### config.mk
export PLATFORM = sky130hd
export DESIGN_NAME = ptoc_ctrl
export DESIGN_NICKNAME = d
export VERILOG_FILES = /design/src/ptoc_sync.v /design/src/ptoc_ctrl.v
export VERILOG_INCLUDE_DIRS = /design/src
export SDC_FILE = /design/constraint.sdc
export NUM_CORES = 1
export LEC_CHECK = 0
export BUFFER_PORTS_ARGS = -buffer_cell sky130_fd_sc_hd__buf_4
export CAP_MARGIN = 20
export CORE_MARGIN = 4
export CORE_UTILIZATION = 40
export CTS_CLUSTER_DIAMETER = 50
export DETAILED_ROUTE_END_ITERATION = 10
export GPL_TIMING_DRIVEN = 0
export PLACE_DENSITY = 0.69
export REMOVE_ABC_BUFFERS = 1
export SLEW_MARGIN = 20
export SYNTH_ARGS = -nofsm -noshare
export SYNTH_HDL_FRONTEND = slang
export SYNTH_HIERARCHICAL = 1
export SYNTH_SLANG_ARGS = --single-unit
### constraint.sdc
create_clock -name sys_clk -period 4.85 [get_ports sys_clk]
set_input_delay 0 -clock sys_clk [delete_from_list [all_inputs] [get_ports sys_clk]]
set_output_delay 0 -clock sys_clk [all_outputs]
set_load 0.03 [all_outputs]
### src/ptoc_map.vh
// constants for the periodic timer output and clear control block
`ifndef PTOC_MAP_VH
`define PTOC_MAP_VH

// operating mode field encodings
`define PTOC_MODE_CMP     2'b00
`define PTOC_MODE_CAP     2'b01
`define PTOC_MODE_PWM     2'b10
`define PTOC_MODE_TMR     2'b11

// pin function field encodings
`define PTOC_IO_NONE      2'b00
`define PTOC_IO_LOW       2'b01
`define PTOC_IO_HIGH      2'b10
`define PTOC_IO_TOGGLE    2'b11

// widths and reset values
`define PTOC_CNT_W        10
`define PTOC_CNT_ZERO     10'h000
`define PTOC_CNT_MAX      10'h3FF
`define PTOC_SYNC_RST     2'h0

`endif

### src/ptoc_sync.v
// two-flop synchroniser for pin inputs
`timescale 1ns/10ps

module ptoc_sync (
  // clock and reset
  input  wire sys_clk,
  input  wire rst,
  // pin in, synchronised out
  input  wire async_in,
  output wire sync_out
);

  reg [1:0] stage_reg;

  // only the second stage is visible to logic
  always @(posedge sys_clk) begin
    if (rst) begin
      stage_reg <= 2'b00;
    end else begin
      stage_reg <= {stage_reg[0], async_in};
    end
  end

  assign sync_out = stage_reg[1];

endmodule // ptoc_sync

### src/ptoc_ctrl.v
// periodic timer output level, polarity, capture source and counter clear control
`timescale 1ns/10ps
`include "ptoc_map.vh"

// Function
// - compare mode: initial level sets pin
// - pwm/pulse: initial level is active level
// - timer/counter mode ignores initial level
// - invert bit flips pin, not in timer or capture
// - capture trigger from io or clock pin
// - clear select one: duty match clears
// - clear select zero: period match/overflow clears
// - overflow clear only when period zero, except capture which always wraps by overflow
// - clear select ignored in pwm/capture
// - mode field decode 00/01/10/11
// - run rising edge restores initial level in compare mode
module ptoc_ctrl (
  // clock and reset
  input  wire       sys_clk,
  input  wire       rst,
  // control fields
  input  wire [1:0] operating_mode,
  input  wire [1:0] pin_function,
  input  wire       output_initial_level_select,
  input  wire       output_invert,
  input  wire       capture_trigger_source,
  input  wire       counter_clear_select,
  input  wire       counter_run_control,
  input  wire       counter_pause,
  // compare values
  input  wire [9:0] period_compare_value,
  input  wire [9:0] duty_compare_value,
  // pins
  input  wire       timer_io_pin_in,
  input  wire       external_clock_pin,
  output reg        timer_io_pin_out,
  output reg        timer_io_pin_oe,
  // status
  output reg  [9:0] counter_value,
  output reg        duty_match,
  output reg        period_match,
  output reg        capture_trigger,
  output reg        capture_edge
);

  // ------------------------------------------------------------
  // mode decode and input synchronisers
  // ------------------------------------------------------------
  // mode field decode
  wire mode_cmp = (operating_mode == `PTOC_MODE_CMP);
  wire mode_cap = (operating_mode == `PTOC_MODE_CAP);
  wire mode_pwm = (operating_mode == `PTOC_MODE_PWM);
  wire mode_tmr = (operating_mode == `PTOC_MODE_TMR);

  // both pins are asynchronous, so each passes its own two-flop stage
  wire [1:0] pin_raw;
  wire [1:0] pin_sync;
  wire       io_sync;
  wire       ck_sync;

  assign pin_raw = {external_clock_pin, timer_io_pin_in};

  genvar g;
  generate
    for (g = 0; g < 2; g = g + 1) begin : g_pin_sync
      ptoc_sync u_sync (
        .sys_clk  (sys_clk),
        .rst      (rst),
        .async_in (pin_raw[g]),
        .sync_out (pin_sync[g])
      );
    end
  endgenerate

  // bit 0 is the timer pin, bit 1 the external clock pin
  assign io_sync = pin_sync[0];
  assign ck_sync = pin_sync[1];

  // ------------------------------------------------------------
  // state registers
  // ------------------------------------------------------------
  reg [9:0] cnt_reg;
  reg [9:0] cnt_next;
  reg       run_d_reg;
  reg       level_reg;
  reg       level_next;
  reg       trig_d_reg;
  reg       pin_next;

  wire run_rise = counter_run_control & ~run_d_reg;
  wire a_hit    = (cnt_reg == duty_compare_value);
  wire p_hit    = (cnt_reg == period_compare_value);
  wire trig_src = capture_trigger_source ? ck_sync : io_sync;

  // ------------------------------------------------------------
  // counter clear selection
  // ------------------------------------------------------------
  // a zero period means wrap by overflow, never a match clear
  wire period_zero = (period_compare_value == `PTOC_CNT_ZERO);
  // clear select only counts in compare and timer modes
  wire sel_used    = mode_cmp | mode_tmr;
  wire clr_duty    = sel_used & counter_clear_select & a_hit;
  // period comparator clears otherwise; pwm ignores select
  wire clr_period  = ((sel_used & ~counter_clear_select) | mode_pwm) & ~period_zero & p_hit;

  // counter with run edge restart; pause holds the count
  always @* begin
    cnt_next = cnt_reg;
    if (run_rise) begin
      cnt_next = `PTOC_CNT_ZERO;
    end else if (counter_run_control && !counter_pause) begin
      if (clr_duty || clr_period) begin
        cnt_next = `PTOC_CNT_ZERO;
      end else begin
        // wraps at all ones by itself, which is the overflow clear
        cnt_next = cnt_reg + 10'h001;
      end
    end
  end

  // internal output level before inversion
  always @* begin
    level_next = level_reg;
    if (mode_cmp) begin
      if (run_rise) begin
        level_next = output_initial_level_select;
      end else if (counter_run_control && a_hit) begin
        case (pin_function)
          `PTOC_IO_LOW:    level_next = 1'b0;
          `PTOC_IO_HIGH:   level_next = 1'b1;
          `PTOC_IO_TOGGLE: level_next = ~level_reg;
          default:         level_next = level_reg;
        endcase
      end
    end else if (mode_pwm) begin
      // active phase while below duty, active level from select
      case (pin_function)
        `PTOC_IO_NONE:  level_next = ~output_initial_level_select;
        `PTOC_IO_LOW:   level_next = output_initial_level_select;
        default: begin
          if (counter_run_control && cnt_next < duty_compare_value) begin
            level_next = output_initial_level_select;
          end else begin
            level_next = ~output_initial_level_select;
          end
        end
      endcase
    end
    // timer and capture modes leave level alone
  end

  // final drive is level xor invert
  always @* begin
    pin_next = level_next ^ output_invert;
  end

  // ------------------------------------------------------------
  // registers
  // ------------------------------------------------------------
  // counter and run edge; run history resets low, so run high at release restarts
  always @(posedge sys_clk) begin
    if (rst) begin
      cnt_reg       <= `PTOC_CNT_ZERO;
      run_d_reg     <= 1'b0;
      counter_value <= `PTOC_CNT_ZERO;
    end else begin
      cnt_reg       <= cnt_next;
      run_d_reg     <= counter_run_control;
      // separate copy so the port comes straight from a flop
      counter_value <= cnt_next;
    end
  end

  // level and pin drive move on the same edge, so the pin never lags the level
  always @(posedge sys_clk) begin
    if (rst) begin
      level_reg        <= 1'b0;
      timer_io_pin_out <= 1'b0;
      timer_io_pin_oe  <= 1'b0;
    end else begin
      level_reg        <= level_next;
      // pin unused in timer and capture modes
      timer_io_pin_oe  <= mode_cmp | mode_pwm;
      timer_io_pin_out <= (mode_cmp | mode_pwm) ? pin_next : 1'b0;
    end
  end

  // comparator match pulses
  always @(posedge sys_clk) begin
    if (rst) begin
      duty_match   <= 1'b0;
      period_match <= 1'b0;
    end else begin
      duty_match   <= counter_run_control & a_hit;
      // no period pulse while the duty comparator owns the clear
      period_match <= counter_run_control & p_hit & ~(sel_used & counter_clear_select);
    end
  end

  // capture level and edge; edge polarity filtering is left to the outside
  // limitation: a source idling high gives one stray edge after reset
  always @(posedge sys_clk) begin
    if (rst) begin
      trig_d_reg      <= 1'b0;
      capture_trigger <= 1'b0;
      capture_edge    <= 1'b0;
    end else begin
      trig_d_reg      <= trig_src;
      capture_trigger <= mode_cap & trig_src;
      // edge flag on selected source, either direction
      capture_edge    <= mode_cap & (trig_src ^ trig_d_reg);
    end
  end

endmodule // ptoc_ctrl

# After elaboration in Yosys (flattened, before gate mapping)
# Cells that the tools add are included.
totals:
  word_cells: 65
  out_inout_bits: 16
  register_bits: 23
op_classes:
  bitwise: 23
  n_addsub: 1
  n_mux: 11
  n_eq_ne: 8
  reduce_logical: 9
  magnitude_cmp: 1
ops:
  columns: ["operator", "n"]
  rows:
  - ["10-bit 2-to-1 mux", 3]
  - ["10-bit == test", 2]
  - ["1-bit AND", 11]
  - ["10-bit by 1-bit adder with 10-bit output (second input constant)", 1]
  - ["10-bit zero test", 1]
  - ["10-bit less-than comparator", 1]
  - ["2-bit == test (second input constant)", 4]
  - ["1-bit inverter", 7]
  - ["1-bit 2-to-1 mux", 6]
  - ["2-bit by 1-bit == test with 1-bit output (second input constant)", 2]
  - ["2-bit zero test", 2]
  - ["1-bit logical AND", 3]
  - ["1-bit bitwise OR", 3]
  - ["1-bit case mux with 3 select lines", 1]
  - ["1-bit case mux with 2 select lines", 1]
  - ["2-bit OR reduction", 1]
  - ["1-bit bitwise XOR", 2]
  - ["1-bit zero test", 1]
  - ["1-bit logical OR", 1]

# Depth between registers and ports, before layout
# Gate-level depths: netlist (run 1).
logic_depth:
  depth_word: 17
  depth_mapped: 16

# By module
# Netlist (run 1), hierarchy kept.
by_module_without_submodules:
  columns: ["mod", "n_inst", "seq_area_each_um2", "cells_each", "area_per_inst_um2"]
  rows:
  - ["ptoc_ctrl", 1, 380.4, 186, 1529.0]
  - ["ptoc_sync", 2, 40.0, 4, 52.6]

# Worst setup path after synthesis (run 1)
# Ideal clock, no wire load.
synth_path:
  kind: "register to register"
  start: "register cnt_reg[2]"
  end: "register level_reg"
  required_time_ps: 4734
  setup_ps: 116
  setup_slack_ps: 1006
  t_arrival_ps: 3728
  path_stages_with_launch: 15
  n_path_buf: 2
  cell_sequence: "dfxtp_1 > buf_6 > xnor2_2 > nand4_1 > or4_4 > o211ai_1 > clkbuf_1 > nor2_1 > ha_1 > a21o_1 > a21o_1 > a21oi_1 > o211ai_1 > or4b_1 > a41o_1"
synth_via:
  elab_chain_cells: 12
synth_rtl:
  columns: ["item", "line_no", "text"]
  rows:
  - ["start: declaration", "ptoc_ctrl.v:82", "reg [9:0] cnt_reg;"]
  - ["start signal: assignment", "ptoc_ctrl.v:163", "cnt_reg <= `PTOC_CNT_ZERO;"]
  - ["start signal: assignment", "ptoc_ctrl.v:167", "cnt_reg <= cnt_next;"]
  - ["branches (longest 3 deep; another with 10-bit by 1-bit adder with 10-bit output)", null, null]
  - ["10-bit 2-to-1 mux *", "ptoc_ctrl.v:112", "if (clr_duty || clr_period) begin"]
  - ["10-bit 2-to-1 mux *", "ptoc_ctrl.v:111", "end else if (counter_run_control && !counter_pause) begin"]
  - ["10-bit 2-to-1 mux *", "ptoc_ctrl.v:109", "if (run_rise) begin"]
  - ["net cnt_next[3]", "ptoc_ctrl.v:83", "reg [9:0] cnt_next;"]
  - ["10-bit less-than comparator *", "ptoc_ctrl.v:141", "if (counter_run_control && cnt_next < duty_compare_value) begin"]
  - ["1-bit logical AND *", "ptoc_ctrl.v:141", null]
  - ["1-bit 2-to-1 mux *", "ptoc_ctrl.v:141", null]
  - ["1-bit case mux with 2 select lines *", "ptoc_ctrl.v:137", "case (pin_function)"]
  - ["1-bit 2-to-1 mux *", "ptoc_ctrl.v:135", "end else if (mode_pwm) begin"]
  - ["1-bit 2-to-1 mux *", "ptoc_ctrl.v:124", "if (mode_cmp) begin"]
  - ["end signal: assignment", "ptoc_ctrl.v:181", "level_reg <= level_next;"]
  - ["end: declaration", "ptoc_ctrl.v:85", "reg level_reg;"]
# Mark *: on every way through the listed nets, which the timed path passes.
# A chain may end at the register's enable or synchronous reset.

# Worst setup path after layout (run 1)
layout_path:
  start: "register cnt_reg[0]"
  end: "register level_reg"
# Same word-level chain as after synthesis.

==> flow_summary.toml, run 1 <==
[timing]
finalSetupTns_ns = 0
fin_skew_ns = 0.00114
hold_violations = 0
min_period_ns = 4.16
fin_ws_ns = 0.686
fmax_ghz = 0.240
worst_pin_slew_ns = 0.789
post-route-period-util_pct = 85.9
maxSlewViolCount = 0
slew_headroom_pct = 47.2
setup_viol = 0
grt_setup_unrepaired = "no"

[cells_and_area]
drive_gt1_share_pct = 23.8
num_antenna_cells = 0
finalNetCount = 292
largest_register_ffs = 10
num-fill-cells = 378
syn_to_final_growth_pct = 28.8

[floorplanning]
core_area_um2 = 3800
dieArea_um2 = 5170
start_util_pct = 43.0
io_pins = 50
fp.dieW_um = 71.9
die_y_um = 71.9
rows = 22

[setup_path]
path_max_fanout = 11
crit_path_start = "cnt_reg[0]"
path_delay_family = "compound AO/OA/AOI/OAI gates"
r2r_end = "level_reg"
path_class = "reg -> reg"
worst_setup_path_end_kind = "flip-flop"
worstPathArrival_ns = 4.33
startpoint_type = "flip-flop"
r2r_cells = 13
crit_path_end = "level_reg"
worstSetupPathDepth = 13
r2r_slack_ns = 0.69
cp_data_required_time_ns = 5.01
path_cells = "xor2_1 -> nor4_1 -> nand3_1 -> o211ai_1 -> buf_6 -> nor2_1 -> ha_1 -> a21o_1 -> a21o_1 -> a21oi_1 -> o211ai_1 -> or4b_1 -> a41o_1"
slowest_delay_ns = 0.69
crit_buf_inv = 1
r2r_start = "cnt_reg[0]"
slowest_stage = "o211ai_1"

[global_route]
grt_overflow = 0
grt_max_degree = 23
antenna_found_initial = 0
first_global_vias = 1549
grt_pass1_wl_um = 7050
grt.total_usage_pct = 16.8

[place]
place_ws_ns = 0.755
dp_hpwl_um = 3350
place.gp.congestion = 0.840
port_buffers = 49

[cts]
htreeDepth = 1
cts_hold_buf = 2
path_clk_slew_ns = 0.08
cts_buffers = 3
insertion_delay_ns = 0.26
cts_resized = 0
post_cts_buffers = 0
cts_root_buffer = "clkbuf_8"
cts_buffer_depth = 2
cts_sinks = 23
cts_tree = "yes"

[synth]
synth-async-reset-ratio_pct = 0
avgSynthCellArea_um2 = 8.42
ys_warn_count = 6
post_synth_num_cell_types = 41
seq_area_frac_synth_pct = 28.2
synth_xor_area_share_pct = 17.6
synthAdderAreaFrac_pct = 9.95
ys.flop_type = "dfxtp_1"
synthSimpleGateAreaFrac_pct = 28.1
synthMuxAreaShare_pct = 1.23
synth_top_family_by_area = "simple AND/OR/NAND/NOR gates"
synth_area_um2 = 1630
synth_compound_area_share_pct = 9.57
ys_seq_elements = 23
synth_edf_count = 0
synthCells = 194

[drt]
drc_errors = 0
via_per_inst = 5.30
ant_nets = 0
drt_iter0_markers = 64
wl_per_cell_um = 14.1
firstDrtPassIters = 4
routed_wl_um = 4110
vias = 1548

[run]
max_cap_violations = 0

[pwr]
peakVddDrop_v = 0.000124
leakage_nw = 0.996
p_per_area_nw_per_um2 = 192

[worst_hold_path]
hold_class = "in -> reg"

[outcome]
status = "complete, no violations"
-- Yosys cell counts (2+ instances only) --
master	number	area (um2)
dfxtp_1	23	460
nor2_1	21	78.8
xor2_1	18	158
inv_1	14	52.6
ha_1	13	163
xnor2_1	13	114
nor3_1	11	55.1
nand4_1	8	50.1
nor2b_1	8	50.1
nand3_1	6	30.0
nand2_1	5	18.8
a21oi_1	4	20.0
and3_1	4	25.0
nor3b_1	4	30.0
nand2b_1	3	18.8
nor4_1	3	18.8
o211ai_1	3	22.5
a21o_1	2	15.0
a41o_1	2	20.0
clkbuf_1	2	7.51
mux2i_1	2	20.0
o2111ai_1	2	17.5
o21a_1	2	15.0
o21ai_0	2	10.0
or4_1	2	15.0
or4b_1	2	20.0
-- metrics by stage --
| step | hold slack (ns) | area [um2] | cells | util (%) | power (mW) |
|---|---|---|---|---|---|
| floorplan | 0.0716 | 1600 | 188 | - | 0.244 |
| global placement | 0.213 | 2030 | 285 | 53.4 | 0.284 |
| detailed placement | 0.215 | 2040 | 286 | 53.7 | 0.287 |
| CTS | 0.0117 | 2100 | 292 | 55.4 | 0.408 |
| global route | 0.0393 | 2100 | 292 | 55.4 | 0.428 |
| finish | 0.0121 | 2100 | 292 | 55.4 | 0.404 |
-- report_power, final --
part           internal [mW]  switching [mW]
registers              0.193         0.00280
logic                 0.0434          0.0436
clock network         0.0574          0.0635
-- layer usage --
metal,vias to the layer above,share of wire [%],GRT usage (%)
met5,-,0,0
met4,0,1.7,4.59
met3,8,5.7,2.08
met2,46,46,28.2
met1,713,46,22.7
li1,781,-,-
-- layout by cell type, fill, tap and decap left out, types with 5 or more instances in the layout --
cell type	Yosys	routed
nor3_1	11	11
nand3_1	6	6
dfxtp_1	23	23
nor2b_1	8	8
nand4_1	8	8
xor2_1	18	18
inv_1	14	14
xnor2_1	13	13
nor2_1	21	21
buf_4	1	49
ha_1	13	13
nand2_1	5	5
-- how the worst min path moves through the flow --
| stage | start | to | slack [ns] | depth (start not counted) |
|---|---|---|---|---|
| 6_report | counter_run_control | run_d_reg | 0.01 | 3 |
| 5_1_grt | counter_run_control | run_d_reg | 0.04 | 3 |
| 3_3_place_gp | external_clock_pin | g_pin_sync[1].u_sync/stage_reg[0] | 0.21 | 2 |
| 3_5_place_dp | timer_io_pin_in | g_pin_sync[0].u_sync/stage_reg[0] | 0.22 | 2 |
| 2_1_floorplan | rst | g_pin_sync[0].u_sync/stage_reg[0] | 0.07 | 1 |
| 4_1_cts | counter_run_control | run_d_reg | 0.01 | 3 |
-- kinds of logic after synthesis --
| family | Yosys count |
|---|---|
| adders and majority gates | 13 |
| muxes | 2 |
| buffers and inverters | 20 |
| xor gates and xnor gates | 32 |
| DFF | 23 |
| and+or+nand+nor | 83 |
| AOI/OAI and AO/OA | 21 |
-- worst register-to-register path: cells and delay by family (launching register included) --
kind	cells	cell delay [ns]
xor gates and xnor gates	1	0.11
and+or+nand+nor	4	1.28
adders and majority gates	1	0.29
buffers and inverters	1	0.24
DFF	1	0.50
AOI/OAI and AO/OA	6	1.65
-- final cells by class --
cell class	instances	area, um2	area share (%)
Clock buffer	3	41.3	1.96
Clock inverter	1	5.00	0.238
Inverter	14	52.6	2.50
Multi-Input combinational cell	151	1090	51.6
Sequential cell	23	460	21.9
Tap cell	48	60.1	2.85
Timing Repair Buffer	52	399	19.0
Note: power is estimated with default switching activity, not from simulation.
==> run 2: changes to the inputs <==
Settings changed: CORE_ASPECT_RATIO set to 1.2, REMOVE_ABC_BUFFERS 1 to not set.
==> run 2 against run 1 <==
Compared with the run above:
- combinational power about the same
- global-route usage decreased by 0.40 points
- die area about the same
- register-to-register slack got worse by 0.26 ns
- sequential cell count unchanged
- highest routed layer unchanged
==> flow_summary.toml, run 2 (same netlist as run 1, synthesis figures left out) <==
[timing]
min_period_ns = 4.42
hold_violations = 0
worst_pin_slew_ns = 0.805
slew_headroom_pct = 46.1
maxSlewViolCount = 0
setup_viol = 0
post-route-period-util_pct = 91.2
fmax_ghz = 0.226
fin_skew_ns = 0.00234
finalSetupTns_ns = 0
grt_setup_unrepaired = "no"

[cells_and_area]
finalNetCount = 298
num-fill-cells = 407
layoutNonFillerInstCount = 304
seq_area_um2 = 460
final_cell_mix = "buf_4 (50), dfxtp_1 (23), nor2_1 (21)"
multi_input_area_um2 = 1090
fin_area_um2 = 2150
final_common_cell = "buf_4"
syn_to_final_growth_pct = 31.3
largest_register_ffs = 10
num_antenna_cells = 0
drive_gt1_share_pct = 24.0

[floorplanning]
rows = 25
core_area_um2 = 3940
io_pins = 50
fp.dieW_um = 66.3
die_y_um = 78.0
dieArea_um2 = 5180
start_util_pct = 41.5

[drt]
wl_per_cell_um = 13.3
firstDrtPassIters = 4
drt_iter0_markers = 98
ant_nets = 0
via_per_inst = 5.10
drc_errors = 0
vias = 1551
routed_wl_um = 4030

[cts]
cts_buffers = 3
cts_resized = 0
cts_root_buffer = "clkbuf_8"
insertion_delay_ns = 0.27
cts_buffer_depth = 2
path_clk_slew_ns = 0.08
cts_sinks = 23
htreeDepth = 1
cts_tree = "yes"

[setup_path]
path_class = "reg -> reg"
path_max_fanout = 10
worst_setup_path_end_kind = "flip-flop"
slowest_delay_ns = 0.71
cp_data_required_time_ns = 5.02
path_cells = "xor2_1 -> nor4_1 -> nand3_1 -> o211ai_1 -> clkbuf_1 -> nor2_1 -> ha_1 -> a21o_1 -> a21o_1 -> a21oi_1 -> o211ai_1 -> or4b_1 -> a41o_1"
startpoint_type = "flip-flop"
worstPathArrival_ns = 4.59
r2r_slack_ns = 0.43
slowest_stage = "o211ai_1"

[global_route]
grt_pass1_wl_um = 6780
first_global_vias = 1589
antenna_found_initial = 0
grt_max_degree = 14
grt.total_usage_pct = 16.4
grt_overflow = 0

[pwr]
leakage_nw = 1.01
combPwrFrac_pct = 21.5
p_per_area_nw_per_um2 = 189
power_frac_clock_pct = 30.0
switching_share_pct = 27.1
peakVddDrop_v = 0.000181
sequentialPowerShare_pct = 48.5
power.switching_uw = 110
internal_power_uw = 295

[place]
dp_cells = 297
port_buffers = 49
dp_hpwl_um = 3320
placed_area_um2 = 2070
place.gp.congestion = 0.928

[worst_hold_path]
hold_class = "in -> reg"

[run]
max_cap_violations = 0

[outcome]
status = "complete, no violations"

[synth]
syn_nets = 241
run 2: cell types whose count changed in the layout (fill, tap and decap cells not counted):
cell	change
buf_4	+1
buf_2	+1
dlygate4sd3_1	+1
buf_1	+1
clkbuf_1	+2
run 2: critical path: cells and delay by family (launching register included):
family	cells	cell delay (ns)
adders and majority gates	1	0.31
and+or+nand+nor	4	1.33
xor gates and xnor gates	1	0.11
AOI/OAI and AO/OA	6	1.63
buffers and inverters	1	0.42
DFF	1	0.52
run 2: per-layer routing:
metal / vias up / wire length, um / global-route usage, %
met5: - / 0 / 0
met4: 0 / 83 / 4.67
met3: 8 / 338 / 4.86
met2: 59 / 1930 / 28.1
met1: 696 / 1680 / 19.4
li1: 788 / - / -
run 2: path summary, 6_finish.rpt:
path,start,endpoint,cells after the start
setup / recovery,cnt_reg[0],level_reg,13
hold reg to reg,g_pin_sync[0].u_sync/stage_reg[0],g_pin_sync[0].u_sync/stage_reg[1],1
hold / removal,counter_run_control,run_d_reg,3
setup reg to reg,cnt_reg[0],level_reg,13
run 2: area by class of cell:
| type | instances | area share [%] |
|---|---|---|
| timing repair buffer | 52 | 18.5 |
| clock inverter | 1 | 0.233 |
| tap | 54 | 3.15 |
| buffer | 6 | 1.63 |
| clock buffer | 3 | 1.92 |
| sequential | 23 | 21.5 |
| inverter | 14 | 2.45 |
| multi-input combinational | 151 | 50.6 |
run 2: stage by stage:
stage / util (%) / hold slack [ns] / setup WS, ns / power [mW]
finish: 54.4 / 0.0128 / 0.426 / 0.405
global route: 54.4 / 0.0426 / 0.114 / 0.421
CTS: 54.4 / 0.0159 / 0.444 / 0.408
detailed placement: 52.5 / 0.199 / 0.485 / 0.286
global placement: 52.5 / 0.198 / 0.495 / 0.285
floorplan: - / 0.0716 / 1.01 / 0.247
run 2: power by group through the flow:
| stage | clock (mW) | combinational, mW | sequential [mW] |
|---|---|---|---|
| finish | 0.121 | 0.0869 | 0.196 |
| global placement | 0 | 0.0844 | 0.201 |
| CTS | 0.124 | 0.0878 | 0.196 |
| global route | 0.128 | 0.0971 | 0.197 |
| detailed placement | 0 | 0.0854 | 0.201 |
| floorplan | 0 | 0.0429 | 0.204 |
run 2: what timing repair did:
item	in CTS	in global routing
hold buffers	3	0
hold endpoints to repair	4	0
setup buffers	0	0
setup endpoints to repair	0	0
